### src/rtl/eisc_pkg.sv
// Constants for the external interrupt sensitivity control block.
// Assumes a 32-bit APB with byte addresses; each register sits at four times its index.
package eisc_pkg;
    // ----------------------------------------------------------------
    // Register indices and map
    // ----------------------------------------------------------------
    localparam int unsigned EISC_ADDR_W = 12;
    localparam logic [9:0] EISC_IDX_LOW = 10'h037;
    localparam logic [9:0] EISC_IDX_HIGH = 10'h03d;
    localparam logic [9:0] EISC_IDX_STAT = 10'h040;
    localparam logic [9:0] EISC_IDX_MASK = 10'h041;
    localparam logic [7:0] EISC_SENSE_RST = 8'h00;
    localparam logic [7:0] EISC_LOW_WMASK = 8'h3f;
    localparam logic [7:0] EISC_HIGH_WMASK = 8'h0f;

    // ----------------------------------------------------------------
    // Field positions
    // ----------------------------------------------------------------
    localparam int unsigned EISC_L0_LSB = 0;
    localparam int unsigned EISC_L1_LSB = 2;
    localparam int unsigned EISC_L2_LSB = 4;
    localparam int unsigned EISC_L3_LSB = 0;
    localparam int unsigned EISC_L4_LSB = 2;

    // ----------------------------------------------------------------
    // Lines, events and sensitivity codes
    // ----------------------------------------------------------------
    localparam int unsigned EISC_NLINES = 5;
    localparam int unsigned EISC_NEV = 6;
    localparam int unsigned EISC_EV_REFUSED = 5;
    localparam logic [EISC_NEV-1:0] EISC_EV_RST = 6'h00;
    localparam logic [EISC_NLINES-1:0] EISC_LINES_RST = 5'h00;
    localparam logic [1:0] EISC_SENSE_FALL_LOW = 2'h0;
    localparam logic [1:0] EISC_SENSE_RISE = 2'h1;
    localparam logic [1:0] EISC_SENSE_FALL = 2'h2;
    localparam logic [1:0] EISC_SENSE_BOTH = 2'h3;
endpackage

### src/rtl/eisc_ctrl.sv
// External interrupt sensitivity control: two sense registers, five line latches, APB slave, event status.
// Assumes the CPU drives the global mask level and isr entry pulses on ref_clk; pins are asynchronous.
// Notes on behaviour
// [RULE1] Second sense register clears to zero on reset
// [RULE2] Software writes zeros to second register upper bits
// [RULE3] Second register bits 3:2 select line four
// [RULE4] Second register bits 1:0 select line three
// [RULE5] Sense writes accepted only while global mask set
// [RULE6] Changing a line's sense drops its pending request
// [RULE7] Software should give line four rising-edge-only; the code accepts and acts on all four codes for line four
// [RULE8] Registers at indices 37h and 3Dh, reset zero
// [RULE9] Codes: fall+low, rise, fall, both edges
// [RULE10] Edge requests latched, cleared on service entry
// [RULE11] First register: line two, one, zero fields
// [RULE12] Refused writes leave register contents unchanged
`timescale 1ns/1ps
module eisc_ctrl
    import eisc_pkg::*;
(
    // Clock and reset
    input wire logic ref_clk,
    input wire logic rst_b,
    // APB slave
    input wire logic psel,
    input wire logic penable,
    input wire logic pwrite,
    input wire logic [EISC_ADDR_W-1:0] paddr,
    input wire logic [31:0] pwdata,
    input wire logic [3:0] pstrb,
    output logic [31:0] prdata,
    output logic pready,
    output logic pslverr,
    // CPU side
    input wire logic glb_irq_mask,
    input wire logic [EISC_NLINES-1:0] isr_enter,
    output logic [EISC_NLINES-1:0] line_req,
    output logic irq,
    // External interrupt pins
    input wire logic ext_line_zero,
    input wire logic ext_line_one,
    input wire logic ext_line_two,
    input wire logic ext_line_three,
    input wire logic ext_line_four
);

    // ----------------------------------------------------------------
    // Functions
    // ----------------------------------------------------------------
    function automatic logic [1:0] sense_f(input logic [7:0] lo, input logic [7:0] hi, input int unsigned n);
        logic [1:0] r;
        r = EISC_SENSE_FALL_LOW;
        unique case (n)
            0: r = lo[EISC_L0_LSB +: 2]; // see [RULE11]
            1: r = lo[EISC_L1_LSB +: 2]; // see [RULE11]
            2: r = lo[EISC_L2_LSB +: 2]; // see [RULE11]
            3: r = hi[EISC_L3_LSB +: 2]; // see [RULE4]
            4: r = hi[EISC_L4_LSB +: 2]; // see [RULE3]
            default: r = EISC_SENSE_FALL_LOW;
        endcase
        return r;
    endfunction

    function automatic logic hit_f(input logic [1:0] s, input logic r, input logic f);
        logic h;
        h = 1'b0;
        unique case (s)
            EISC_SENSE_FALL_LOW: h = f; // see [RULE9]
            EISC_SENSE_RISE: h = r; // see [RULE9]
            EISC_SENSE_FALL: h = f; // see [RULE9]
            EISC_SENSE_BOTH: h = r | f; // see [RULE9]
        endcase
        return h;
    endfunction

    function automatic logic sel_f(input logic [EISC_ADDR_W-1:0] a, input logic [9:0] idx);
        return (a[EISC_ADDR_W-1:2] == idx) && (a[1:0] == 2'h0);
    endfunction

    // ----------------------------------------------------------------
    // Declarations
    // ----------------------------------------------------------------
    logic [7:0] low_q;
    logic [7:0] high_q;
    logic [7:0] low_d;
    logic [7:0] high_d;
    logic [EISC_NEV-1:0] stat_q;
    logic [EISC_NEV-1:0] mask_q;
    logic [EISC_NLINES-1:0] pin_raw;
    logic [EISC_NLINES-1:0] s1_q;
    logic [EISC_NLINES-1:0] s2_q;
    logic [EISC_NLINES-1:0] s3_q;
    logic [EISC_NLINES-1:0] lat_q;
    logic [EISC_NLINES-1:0] edge_hit;
    logic [EISC_NLINES-1:0] lvl_act;
    logic [EISC_NLINES-1:0] chg;
    logic [31:0] prdata_q;
    logic wr_acc;
    logic sel_low;
    logic sel_high;
    logic sel_stat;
    logic sel_mask;
    logic hit_any;
    logic sense_wr;
    logic wr_low_ok;
    logic wr_high_ok;
    logic refused;

    // ----------------------------------------------------------------
    // APB decode
    // ----------------------------------------------------------------
    assign sel_low = sel_f(paddr, EISC_IDX_LOW); // see [RULE8]
    assign sel_high = sel_f(paddr, EISC_IDX_HIGH); // see [RULE8]
    assign sel_stat = sel_f(paddr, EISC_IDX_STAT);
    assign sel_mask = sel_f(paddr, EISC_IDX_MASK);
    assign hit_any = sel_low | sel_high | sel_stat | sel_mask;
    assign pready = 1'b1;
    assign pslverr = psel & penable & ~hit_any;
    assign wr_acc = psel & penable & pwrite & pready & hit_any & pstrb[0];
    assign sense_wr = wr_acc & (sel_low | sel_high);
    assign wr_low_ok = wr_acc & sel_low & glb_irq_mask; // see [RULE5]
    assign wr_high_ok = wr_acc & sel_high & glb_irq_mask; // see [RULE5]
    assign refused = sense_wr & ~glb_irq_mask; // see [RULE12]
    assign prdata = prdata_q;

    // Read data is captured in the setup cycle so it comes from a flop
    always_ff @(posedge ref_clk or negedge rst_b) begin
        if (!rst_b) begin
            prdata_q <= 32'h0;
        end else if (psel && !penable && !pwrite) begin
            prdata_q <= 32'h0;
            if (sel_low) begin
                prdata_q[7:0] <= low_q;
            end else if (sel_high) begin
                prdata_q[7:0] <= high_q;
            end else if (sel_stat) begin
                prdata_q[EISC_NEV-1:0] <= stat_q;
            end else if (sel_mask) begin
                prdata_q[EISC_NEV-1:0] <= mask_q;
            end
        end
    end

    // ----------------------------------------------------------------
    // Sensitivity registers
    // ----------------------------------------------------------------
    // Reserved bits are not stored and read as zero
    always_comb begin
        low_d = wr_low_ok ? (pwdata[7:0] & EISC_LOW_WMASK) : low_q;
        high_d = wr_high_ok ? (pwdata[7:0] & EISC_HIGH_WMASK) : high_q; // see [RULE2]
    end

    always_ff @(posedge ref_clk or negedge rst_b) begin
        if (!rst_b) begin
            low_q <= EISC_SENSE_RST; // see [RULE8]
            high_q <= EISC_SENSE_RST; // see [RULE1]
        end else begin
            low_q <= low_d; // see [RULE12]
            high_q <= high_d; // see [RULE12]
        end
    end

    // ----------------------------------------------------------------
    // Pin synchronisers and edge detection
    // ----------------------------------------------------------------
    assign pin_raw = {ext_line_four, ext_line_three, ext_line_two, ext_line_one, ext_line_zero};

    always_ff @(posedge ref_clk or negedge rst_b) begin
        if (!rst_b) begin
            s1_q <= {EISC_NLINES{1'b1}};
            s2_q <= {EISC_NLINES{1'b1}};
            s3_q <= {EISC_NLINES{1'b1}};
        end else begin
            s1_q <= pin_raw;
            s2_q <= s1_q;
            s3_q <= s2_q;
        end
    end

    always_comb begin
        for (int unsigned n = 0; n < EISC_NLINES; n++) begin
            edge_hit[n] = hit_f(sense_f(low_q, high_q, n), s2_q[n] & ~s3_q[n], ~s2_q[n] & s3_q[n]);
            lvl_act[n] = (sense_f(low_q, high_q, n) == EISC_SENSE_FALL_LOW) & ~s2_q[n]; // see [RULE9]
            chg[n] = sense_f(low_q, high_q, n) != sense_f(low_d, high_d, n); // see [RULE6]
        end
    end

    // ----------------------------------------------------------------
    // Request latches
    // ----------------------------------------------------------------
    // A new edge wins over a clear in the same cycle
    always_ff @(posedge ref_clk or negedge rst_b) begin
        if (!rst_b) begin
            lat_q <= EISC_LINES_RST;
        end else begin
            lat_q <= edge_hit | (lat_q & ~isr_enter & ~chg); // see [RULE10] see [RULE6]
        end
    end

    assign line_req = lat_q | lvl_act;

    // ----------------------------------------------------------------
    // Event status, mask and interrupt
    // ----------------------------------------------------------------
    always_ff @(posedge ref_clk or negedge rst_b) begin
        if (!rst_b) begin
            stat_q <= EISC_EV_RST;
        end else begin
            stat_q <= {refused, edge_hit} | (stat_q & ~((wr_acc && sel_stat) ? pwdata[EISC_NEV-1:0] : EISC_EV_RST));
        end
    end

    always_ff @(posedge ref_clk or negedge rst_b) begin
        if (!rst_b) begin
            mask_q <= EISC_EV_RST;
        end else if (wr_acc && sel_mask) begin
            mask_q <= pwdata[EISC_NEV-1:0];
        end
    end

    assign irq = |(stat_q & mask_q);
endmodule // eisc_ctrl

### config.mk
export PLATFORM = sky130hd
export DESIGN_NAME = eisc_ctrl
export DESIGN_NICKNAME = d
export VERILOG_FILES = /design/src/rtl/eisc_pkg.sv /design/src/rtl/eisc_ctrl.sv
export SDC_FILE = /design/constraint.sdc
export NUM_CORES = 1
export LEC_CHECK = 0
export ABC_AREA = 0
export BUFFER_PORTS_ARGS = -buffer_cell sky130_fd_sc_hd__clkbuf_2
export CORE_MARGIN = 5
export CORE_UTILIZATION = 49
export CTS_BUF_LIST = sky130_fd_sc_hd__clkbuf_8 sky130_fd_sc_hd__clkbuf_16
export CTS_CLUSTER_SIZE = 10
export DETAILED_ROUTE_END_ITERATION = 8
export PLACE_DENSITY = 0.8
export SYNTH_ARGS = -nofsm -noshare
export SYNTH_HDL_FRONTEND = slang
export SYNTH_SLANG_ARGS = --single-unit
### constraint.sdc
create_clock -name ref_clk -period 1.8 [get_ports ref_clk]
set_input_delay 0 -clock ref_clk [delete_from_list [all_inputs] [get_ports ref_clk]]
set_output_delay 0 -clock ref_clk [all_outputs]
set_load 0.01 [all_outputs]
After elaboration in Yosys (flattened, before gate mapping)
Index checks and enable logic that the tools add are counted.
Widths: inputs -> output; s select.
- add/subtract/negate cells: 0
- multiply operators: 0
- divide/modulo/power cells: 0
- magnitude comparators: 0
- equality and inequality tests: 24
- shifts and indexed selects: 0
- mux-type cells: 12
- bitwise logic cells: 56
- reduce and logical (&&, ||, !) cells: 22
- operator list (kind ; number):
    $mux 6 ; 6
    $and 1x1->1 ; 26
    $eq 10x6->1 const B ; 2
    $eq 10x7->1 const B ; 2
    $eq 2x2->1 const B ; 10
    $pmux 1 s3 ; 5
    $and 6x6->6 ; 2
    $logic_not 2->1 ; 6
    $not 1->1 ; 12
    $and 5x5->5 ; 2
    $eq 2x1->1 const B ; 5
    $ne 2x2->1 ; 5
    $not 5->5 ; 2
    $or 5x5->5 ; 2
    $reduce_or 2->1 ; 5
    $logic_and 1x1->1 ; 8
    $or 1x1->1 ; 8
    $not 6->6 ; 1
    $or 6x6->6 ; 1
    $reduce_or 6->1 ; 1
    $mux 4 ; 1
    $logic_not 1->1 ; 2
- register bits after elaboration: 50
- bits in latches: 0
- memory bits (writable): 0
- ROM bits: 0
- bits of input ports: 64
- output and inout bits: 40
- memories kept: 0

Logic depth before layout (Yosys ltp)
Gate-level depths: netlist of run 1.
- word-level depth: 14
- mapped depth: 6
- gate-level depth less buffers: 6

Worst setup path after synthesis of run 1
OpenSTA, ideal clock, no wires.
- path kind: input to register
- start: input port paddr[0]
- end: register low_q[0]
- arrival time: 1.550 ns
- required time: 1.672 ns
- slack: 0.123 ns
- stages on the path: 4
- path buffers: 0
- path through: or4_1 nor4_4 nand4_2 mux2_1
- longest elaborated chain between the ends: 10
- elaborated cells on any way between the ends: 13
- RTL lines (what ; line ; source):
    start, declared ; eisc_ctrl.sv:27 ; input wire logic [EISC_ADDR_W-1:0] paddr,
    $logic_not 2->1 (*) ; eisc_ctrl.sv:76 ; return (a[EISC_ADDR_W-1:2] == idx) && (a[1:0] == 2'h0);
    $logic_and 1x1->1 ; eisc_ctrl.sv:76 ;
    $or 1x1->1 (3 in a row) ; eisc_ctrl.sv:115 ; assign hit_any = sel_low | sel_high | sel_stat | sel_mask;
    $and 1x1->1 (2 in a row) ; eisc_ctrl.sv:118 ; assign wr_acc = psel & penable & pwrite & pready & hit_any & pstrb[0];
    $and 1x1->1 (*) (2 in a row) ; eisc_ctrl.sv:120 ; assign wr_low_ok = wr_acc & sel_low & glb_irq_mask;
    $mux 6 (*) ; eisc_ctrl.sv:148 ; low_d = wr_low_ok ? (pwdata[7:0] & EISC_LOW_WMASK) : low_q;
    via low_d[0] ; eisc_ctrl.sv:84 ; logic [7:0] low_d;
    end signal, assigned ; eisc_ctrl.sv:157 ; low_q <= low_d;
    end, declared ; eisc_ctrl.sv:82 ; logic [7:0] low_q;
The timed path passes the listed nets; every way through them passes the cells marked *.
A chain may end at the register's enable or synchronous reset.

Worst setup path after layout of run 1
- start: register s2_q[1]
- end: register lat_q[1]
- longest elaborated chain between the ends: 5
- elaborated cells on any way between the ends: 6
- RTL lines (what ; line ; source):
    start, declared ; eisc_ctrl.sv:90 ; logic [EISC_NLINES-1:0] s2_q;
    start signal, assigned ; eisc_ctrl.sv:170 ; s2_q <= {EISC_NLINES{1'b1}};
    start signal, assigned ; eisc_ctrl.sv:174 ; s2_q <= s1_q;
    $not 1->1 ; eisc_ctrl.sv:181 ; edge_hit[n] = hit_f(sense_f(low_q, high_q, n), s2_q[n] & ~s3_q[n], ~s2_q[n] & s3_q[n]);
    $and 1x1->1 ; eisc_ctrl.sv:181 ;
    $or 1x1->1 ; eisc_ctrl.sv:70 ; EISC_SENSE_BOTH: h = r | f;
    $pmux 1 s3 (*) ; eisc_ctrl.sv:66 ; unique case (s)
    $or 5x5->5 (*) ; eisc_ctrl.sv:195 ; lat_q <= edge_hit | (lat_q & ~isr_enter & ~chg);
    end signal, assigned ; eisc_ctrl.sv:195 ;
    end, declared ; eisc_ctrl.sv:92 ; logic [EISC_NLINES-1:0] lat_q;
Every way passes the cells marked *; elsewhere a longest branch is shown, timed or not.

==> metrics.md, run 1 <==
| Metric | Value |
|---|---|
| R2R setup slack | 130 ps |
| Post-DRT Antenna Nets | 0 |
| Synthesized-area fraction occupied by adder cells | between 4 and 5% |
| Nets | approximately 400 |
| Final Max Slew Viols | 0 |
| I/O Pins | 104 |
| Synth async-reset ratio | 100% |
| Area delta synth->final | 18.0% |
| PortBufs | 47 |
| Worst Path Required | roughly 2000 ps |
| WHS Endpoint | lat_q[2]$_DFF_PN0_ |
| Sequential area share after synthesis | between 40% and 50% |
| Die Ht | around 84 um |
| Status | finished clean |
| Ys Warns | 0 |
| WL final | around 5.8 mm |
| Placer's final routability congestion estimate | approximately 0.90 |
| Post-synth EDFFs | 0 |
| FF-to-FF path depth | 6 |
| Capturing point of the worst reg2reg path | lat_q[1]$_DFF_PN0_ |
| Pre-CTS setup slack | -53.3 ps |
| Fillers | 467 |
| Area after DPL | 2970 um2 |
| Mux share of post-synthesis cell area | about 9.7% |
| Slew @ Worst Pin | about 640 ps |
| Hold Vio Cnt, Final | 0 |
| Hold wc startpoint | isr_enter[2] |
| Final period utilization | 93.0% |
| Register area | 1220 um2 |
| CTS tree | built |
| VDD IR max | about 0.54 mV |
| DP HPWL | around 4.5 mm |
| HP Class | in -> reg |
| Slew headroom | 57.7% |
| Compound-gate portion of the synthesized area | 10.0% |
| Reg-to-Reg Start | s2_q[1]$_DFF_PN1_ |
| Max Root-Sink Buffers | 2 |
| Max incr delay on CP | between 500 and 600 ps |
| Vias per cell | about 5.2 |
| Final setup vio count | 0 |
| Post-synthesis register bit count | 48 |
| Worst Skew | between 10 and 15 ps |
| Max-Cap Viols | 0 |
| Crit path top cell by count | a31oi_1 |
| H-tree Lvls | 2 |
| Design area | roughly 3200 um2 |
| Synth unique cells | a little over 40 |
| Final cell count without fillers | a little under 400 |
| Crit path capture type | flip-flop |
| Die ar. | 7100 um2 |
| Top FF cell, synth | dfrtp_1 |
| First-pass GRT wire length | ~9.6 mm |
| CP arrival | 1900 ps |
| Ant diodes | 0 |
| PD cells | between 600 and 700 nW/um2 |
| DRC violations left | 0 |
| DR iter-0 viols | 119 |
| Clock latency on the worst-skew pair | 310 ps |
| GR Util All Layers | between 10% and 20% |
| Post-CTS setup buffer count | 0 |
| Die X | 84.3 um |
| Setup CP Type | reg -> reg |
| CTS buffer count | 5 |
| Largest family of logic cells by synthesized area | simple AND/OR/NAND/NOR gates |
| P_leak | 0.00155 uW |
| Footprint of the multi-input gates | approximately 1300 um2 |
| Startpoint types | flip-flop |
| Clock-pin slew on the worst setup and hold paths | roughly 100 ps |
| Initial DRT Pass Iterations | 4 |
| RSZ-0062 raised after global routing | no |
| Layout cells sized above 1 | between 20% and 30% |
| Core ar. | about 5400 um2 |
| CP max FO | 4 |
| Hold depth | 4 |
| Area share of xor/xnor cells in the synthesized design | under 10% |
| CP Cell Sequence | inv_1 -> ha_1 -> nand2b_1 -> a31oi_1 -> a21oi_1 -> a31oi_1 |
| Via Count | roughly 2000 |
| Netlist area before placement | between 2000 and 3000 um2 |
| Largest net degree at the start of global routing | 26 |
| Slowest cell on the critical path | dfstp_2 |
| Initial Util | between 40% and 50% |
| Clock sink total | 48 |
| # rows | 27 |
| Mapped Cells | around 260 |
| Grt ovf | 0 |
| Antenna violations before repair | 0 |
| Vias in the first global route | 2054 |
| Post-Synth Simple-Gate Area | around 16% |
| Minimum clock period | 1670 ps |
| Inst Count DP | around 380 |
| F_max | 598 MHz |
| Syn_area_per_cell | between 10 and 15 um2 |
| Setup TNS | 0 ps |
| Setup slack after layout | roughly 130 ps |
| Root Buffer | clkbuf_8 |
| Final Hold Slack | between 9 and 10 ps |
| DR WL/cell | 14.7 um |
critical path: cells and delay by family, from the launching register on:
family          cells  cell delay [ps]
buf+inv             1               50
fa+ha+maj           1              280
flops               1              570
compound gates      3              560
simple gates        1              140
registers in the layout, summed over array words and instances, names as in the netlist:
name / cells
high_q: 4
lat_q: 5
low_q: 6
mask_q: 6
prdata: 6
s1_q: 5
s2_q: 5
s3_q: 5
stat_q: 6
cell type report:
| type | count | area share (%) |
|---|---|---|
| clock buffer | 6 | 2.59 |
| sequential | 48 | 38.3 |
| tap | 72 | 2.82 |
| clock inverter | 2 | 0.471 |
| multi-input combinational | 186 | 40.7 |
| timing repair buffer | 67 | 13.4 |
| inverter | 15 | 1.77 |
how the worst max path moves through the flow:
stage / startpoint / endpoint / slack [ps] / depth (start not counted)
2_1_floorplan: paddr[0] / low_q[0]$_DFF_PN0_ / 120 / 4
3_3_place_gp: paddr[0] / lat_q[4]$_DFF_PN0_ / -1 / 7
3_5_place_dp: paddr[0] / low_q[3]$_DFF_PN0_ / -50 / 6
6_report: s2_q[1]$_DFF_PN1_ / lat_q[1]$_DFF_PN0_ / 130 / 6
4_1_cts: s2_q[2]$_DFF_PN1_ / lat_q[2]$_DFF_PN0_ / 80 / 6
5_1_grt: s2_q[1]$_DFF_PN1_ / lat_q[1]$_DFF_PN0_ / 20 / 6
power breakdown:
group | switching, uW | internal, uW
Sequential | 16.2 | 1120
Clock | 372 | 311
Combinational | 150 | 113
Total | 539 | 1540
metrics by stage:
step	utilization (%)	total power (uW)
2_1_floorplan	-	1320
3_5_place_dp	54.5	1400
6_report	58.6	2080
5_1_grt	58.6	2190
3_3_place_gp	54.5	1390
4_1_cts	58.5	2100
repair_timing:
item	4_1_cts	5_1_grt
hold buffers	12	0
resized for setup	0	1
hold endpoints to repair	32	0
endpoints found under the setup margin	0	1
metal layers:
| layer | up-vias | part of all wire [%] | global-route usage (%) |
|---|---|---|---|
| met5 | - | 0 | 0 |
| met4 | 0 | 2.0 | 6.29 |
| met3 | 11 | 9.9 | 5.59 |
| met2 | 92 | 47 | 27.5 |
| met1 | 971 | 41 | 21.6 |
| li1 | 973 | - | - |
synth_stat cells, drive strengths merged (5+ instances only):
cell type	count	share of area, %
a21o	5	1.4
mux2	18	7.5
nor2	16	2.2
or2	6	1.4
a21oi	13	2.4
inv	15	2.1
buf	28	7.7
xnor2	6	1.9
ha	10	4.6
nand4b	6	1.9
nand2b	8	1.9
clkbuf	6	0.83
a31oi	6	1.4
nor3	5	0.93
nand2	10	1.4
nand4	7	1.9
dfrtp	33	31
mux2i	6	2.2
dfstp	15	15
cells by family (layout without fill, tap and decap cells):
group	Yosys count	in the layout
buf+inv	49	90
other cells	2	27
xor+xnor	10	10
mux	24	24
flops	48	48
fa+ha+maj	10	10
simple gates	74	74
compound gates	41	41
layout by cell type, fill, tap and decap left out, drive strengths merged, types with 3 or more instances in the layout:
cell type / instances
o22a: 4
dfstp: 15
nor2b: 3
dfrtp: 33
inv: 15
a21o: 5
mux2: 18
buf: 8
mux2i: 6
nand4: 7
nand2: 10
xnor2: 6
o31ai: 4
dlygate4sd3: 12
a31oi: 6
clkbuf: 53
conb: 27
nand3: 3
ha: 10
nand4b: 6
nor2: 16
or2: 6
a22oi: 3
a21oi: 13
nor3: 5
xor2: 4
nand2b: 8
No activity file was read; power rests on OpenSTA's default activity.
==> inputs of run 2 (changes only) <==
--- a/config.mk
+++ b/config.mk
@@ -6,13 +6,13 @@
 export NUM_CORES = 1
 export LEC_CHECK = 0
 export ABC_AREA = 0
-export BUFFER_PORTS_ARGS = -buffer_cell sky130_fd_sc_hd__clkbuf_2
 export CORE_MARGIN = 5
-export CORE_UTILIZATION = 49
+export CORE_UTILIZATION = 60
 export CTS_BUF_LIST = sky130_fd_sc_hd__clkbuf_8 sky130_fd_sc_hd__clkbuf_16
 export CTS_CLUSTER_SIZE = 10
 export DETAILED_ROUTE_END_ITERATION = 8
-export PLACE_DENSITY = 0.8
+export DONT_BUFFER_PORTS = 1
+export PLACE_DENSITY = 0.76
 export SYNTH_ARGS = -nofsm -noshare
 export SYNTH_HDL_FRONTEND = slang
 export SYNTH_SLANG_ARGS = --single-unit
==> run 2 against run 1 <==
- sequential share of layout area up 2.2 points
- sequential power about the same
- register-to-register slack about the same
- hold slack better by 10 ps
- routed wire length up 4.4%
==> metrics.md, run 2 (synthesized netlist as in run 1, its figures left out) <==
| Metric | Value |
|---|---|
| Status | finished clean |
| Vias in the first global route | 2005 (-2.4%) |
| I/O Pins | 104 (unchanged) |
| RSZ-0062 raised after global routing | no |
| Die X | 77.1 um (-8.5%) |
| PortBufs | 0 (-100%) |
| DR iter-0 viols | 136 (+14%) |
| Final Hold Slack | 20.0 ps (+10.2 ps) |
| Worst Skew | 12.6 ps (+1.19 ps) |
| Capturing point of the worst reg2reg path | lat_q[1]$_DFF_PN0_ |
| # rows | 24 (-11%) |
| WL final | 6.09 mm (+4.4%) |
| Initial DRT Pass Iterations | 4 (unchanged) |
| GR Util All Layers | 21.0% (+3.9 points) |
| Root Buffer | clkbuf_8 |
| Clock latency on the worst-skew pair | 310 ps (about the same) |
| H-tree Lvls | 2 (unchanged) |
| Slew headroom | 64.7% (+7.0 points) |
| CTS tree | built |
| Die ar. | 5950 um2 (-16%) |
| PD cells | 669 nW/um2 (+2.5%) |
| Largest net degree at the start of global routing | 49 (+88%) |
| Total power | 2020 uW (-3.0%) |
| Critical Path Start | s2_q[1]$_DFF_PN1_ |
| Grt ovf | 0 (unchanged) |
| Placer's final routability congestion estimate | 0.869 (-3.9%) |
| Hold Vio Cnt, Final | 0 (unchanged) |
| Most frequent cells in the layout | 33 x dfrtp_1, 27 x conb_1, 21 x dlygate4sd3_1 |
| Startpoint types | flip-flop |
| Post-DRT Antenna Nets | 0 (unchanged) |
| Critical Path End | lat_q[1]$_DFF_PN0_ |
| FF-to-FF path depth | 6 (unchanged) |
| P_leak | 0.00139 uW (-10%) |
| Final period utilization | 92.6% (-0.39 points) |
| Max-Cap Viols | 0 (unchanged) |
| DP HPWL | 4.21 mm (-6.0%) |
| Clock-pin slew on the worst setup and hold paths | 90 ps (about the same) |
| Antenna violations before repair | 0 (unchanged) |
| DR WL/cell | 18.1 um (+23%) |
| Minimum clock period | 1670 ps (-6.97 ps) |
| Via Count | 1989 (-2.8%) |
| Ant diodes | 0 (unchanged) |
| CP arrival | 1870 ps (-30 ps) |
| Reg-to-Reg Start | s2_q[1]$_DFF_PN1_ |
| Commonest non-fill, non-tap cell in the layout | dfrtp_1 |
| Final Max Slew Viols | 0 (unchanged) |
| Layout cells sized above 1 | 17.3% (-12 points) |
| Setup CP Type | reg -> reg |
| Slew @ Worst Pin | 528 ps (-107 ps) |
| CP max FO | 4 (unchanged) |
| R2R setup slack | 130 ps (about the same) |
| Final setup vio count | 0 (unchanged) |
| Post-CTS setup buffer count | 0 (unchanged) |
| Max Root-Sink Buffers | 2 (unchanged) |
| HP Class | in -> reg |
| F_max | 600 MHz (+0.42%) |
| Core ar. | 4350 um2 (-20%) |
| Initial Util | 62.1% (+12 points) |
| Worst Path Required | 2000 ps (-30 ps) |
| Vias per cell | 5.92 (+15%) |
| Clock sink total | 48 (unchanged) |
| CTS buffer count | 5 (unchanged) |
| Nets | 357 (-10%) |
| First-pass GRT wire length | 9.99 mm (+3.6%) |
| VDD IR max | 0.628 mV (+16%) |
| Die Ht | 77.1 um (-8.5%) |
| Crit path capture type | flip-flop |
| DRC violations left | 0 (unchanged) |
| Area delta synth->final | 11.7% |
==> run 2: area by class of cell <==
| type | count | area [um2] |
|---|---|---|
| clock buffer | 6 | 82.6 |
| tap | 52 | 65.1 |
| sequential | 48 | 1220 |
| clock inverter | 2 | 10.0 |
| fill | 335 | 1340 |
| multi-input combinational | 186 | 1310 |
| inverter | 15 | 56.3 |
| timing repair buffer | 27 | 275 |
==> run 2: how the worst min path moves through the flow <==
stage,start,end,slack (ps),cells past startpoint
final,paddr[2],mask_q[3]$_DFFE_PN0P_,20,2
after global routing,paddr[2],mask_q[3]$_DFFE_PN0P_,9,2
after CTS,paddr[8],stat_q[5]$_DFF_PN0_,10,3
after detailed placement,rst_b,lat_q[3]$_DFF_PN0_,-290,0
after global placement,rst_b,lat_q[3]$_DFF_PN0_,-290,0
after floorplan,rst_b,high_q[0]$_DFF_PN0_,-300,0
==> run 2: metrics by stage <==
step,util (%),worst slack (ps),cell area (um2),std cells,setup TNS (ps)
floorplan,-,123,2800,283,0
global placement,61.3,36.9,2670,306,0
detailed placement,61.3,-28.5,2670,306,-122
CTS,68.9,66.6,3000,336,0
global route,69.3,46.2,3020,336,0
finish,69.3,134,3020,336,0
==> run 2: power breakdown <==
group	total [uW]	leakage [uW]	internal (uW)	switching [uW]
registers	1140	0.000584	1120	16.3
logic	224	0.000756	95.7	128
clock network	661	0.0000510	307	354
total	2020	0.00139	1520	498
==> run 2: what timing repair did <==
action | in CTS | in global routing
hold endpoints to repair | 82 | 0
hold buffers | 22 | 0
setup endpoints to repair | 0 | 3
resized for setup | 0 | 3
==> run 2: critical path, stage by stage (launching register included) <==
cell	delay, ps
dfstp_2	560
inv_1	50
ha_1	270
nand2b_1	150
a31oi_2	230
a21oi_1	80
a31oi_1	230
==> run 2: routing by layer <==
metal / share of wire, % / up-vias / routed length, um / track usage, %
li1: - / 889 / - / -
met1: 39 / 982 / 2390 / 26.3
met2: 47 / 104 / 2870 / 33.1
met3: 11 / 14 / 674 / 7.03
met4: 2.6 / 0 / 160 / 9.11
met5: 0 / - / 0 / 0
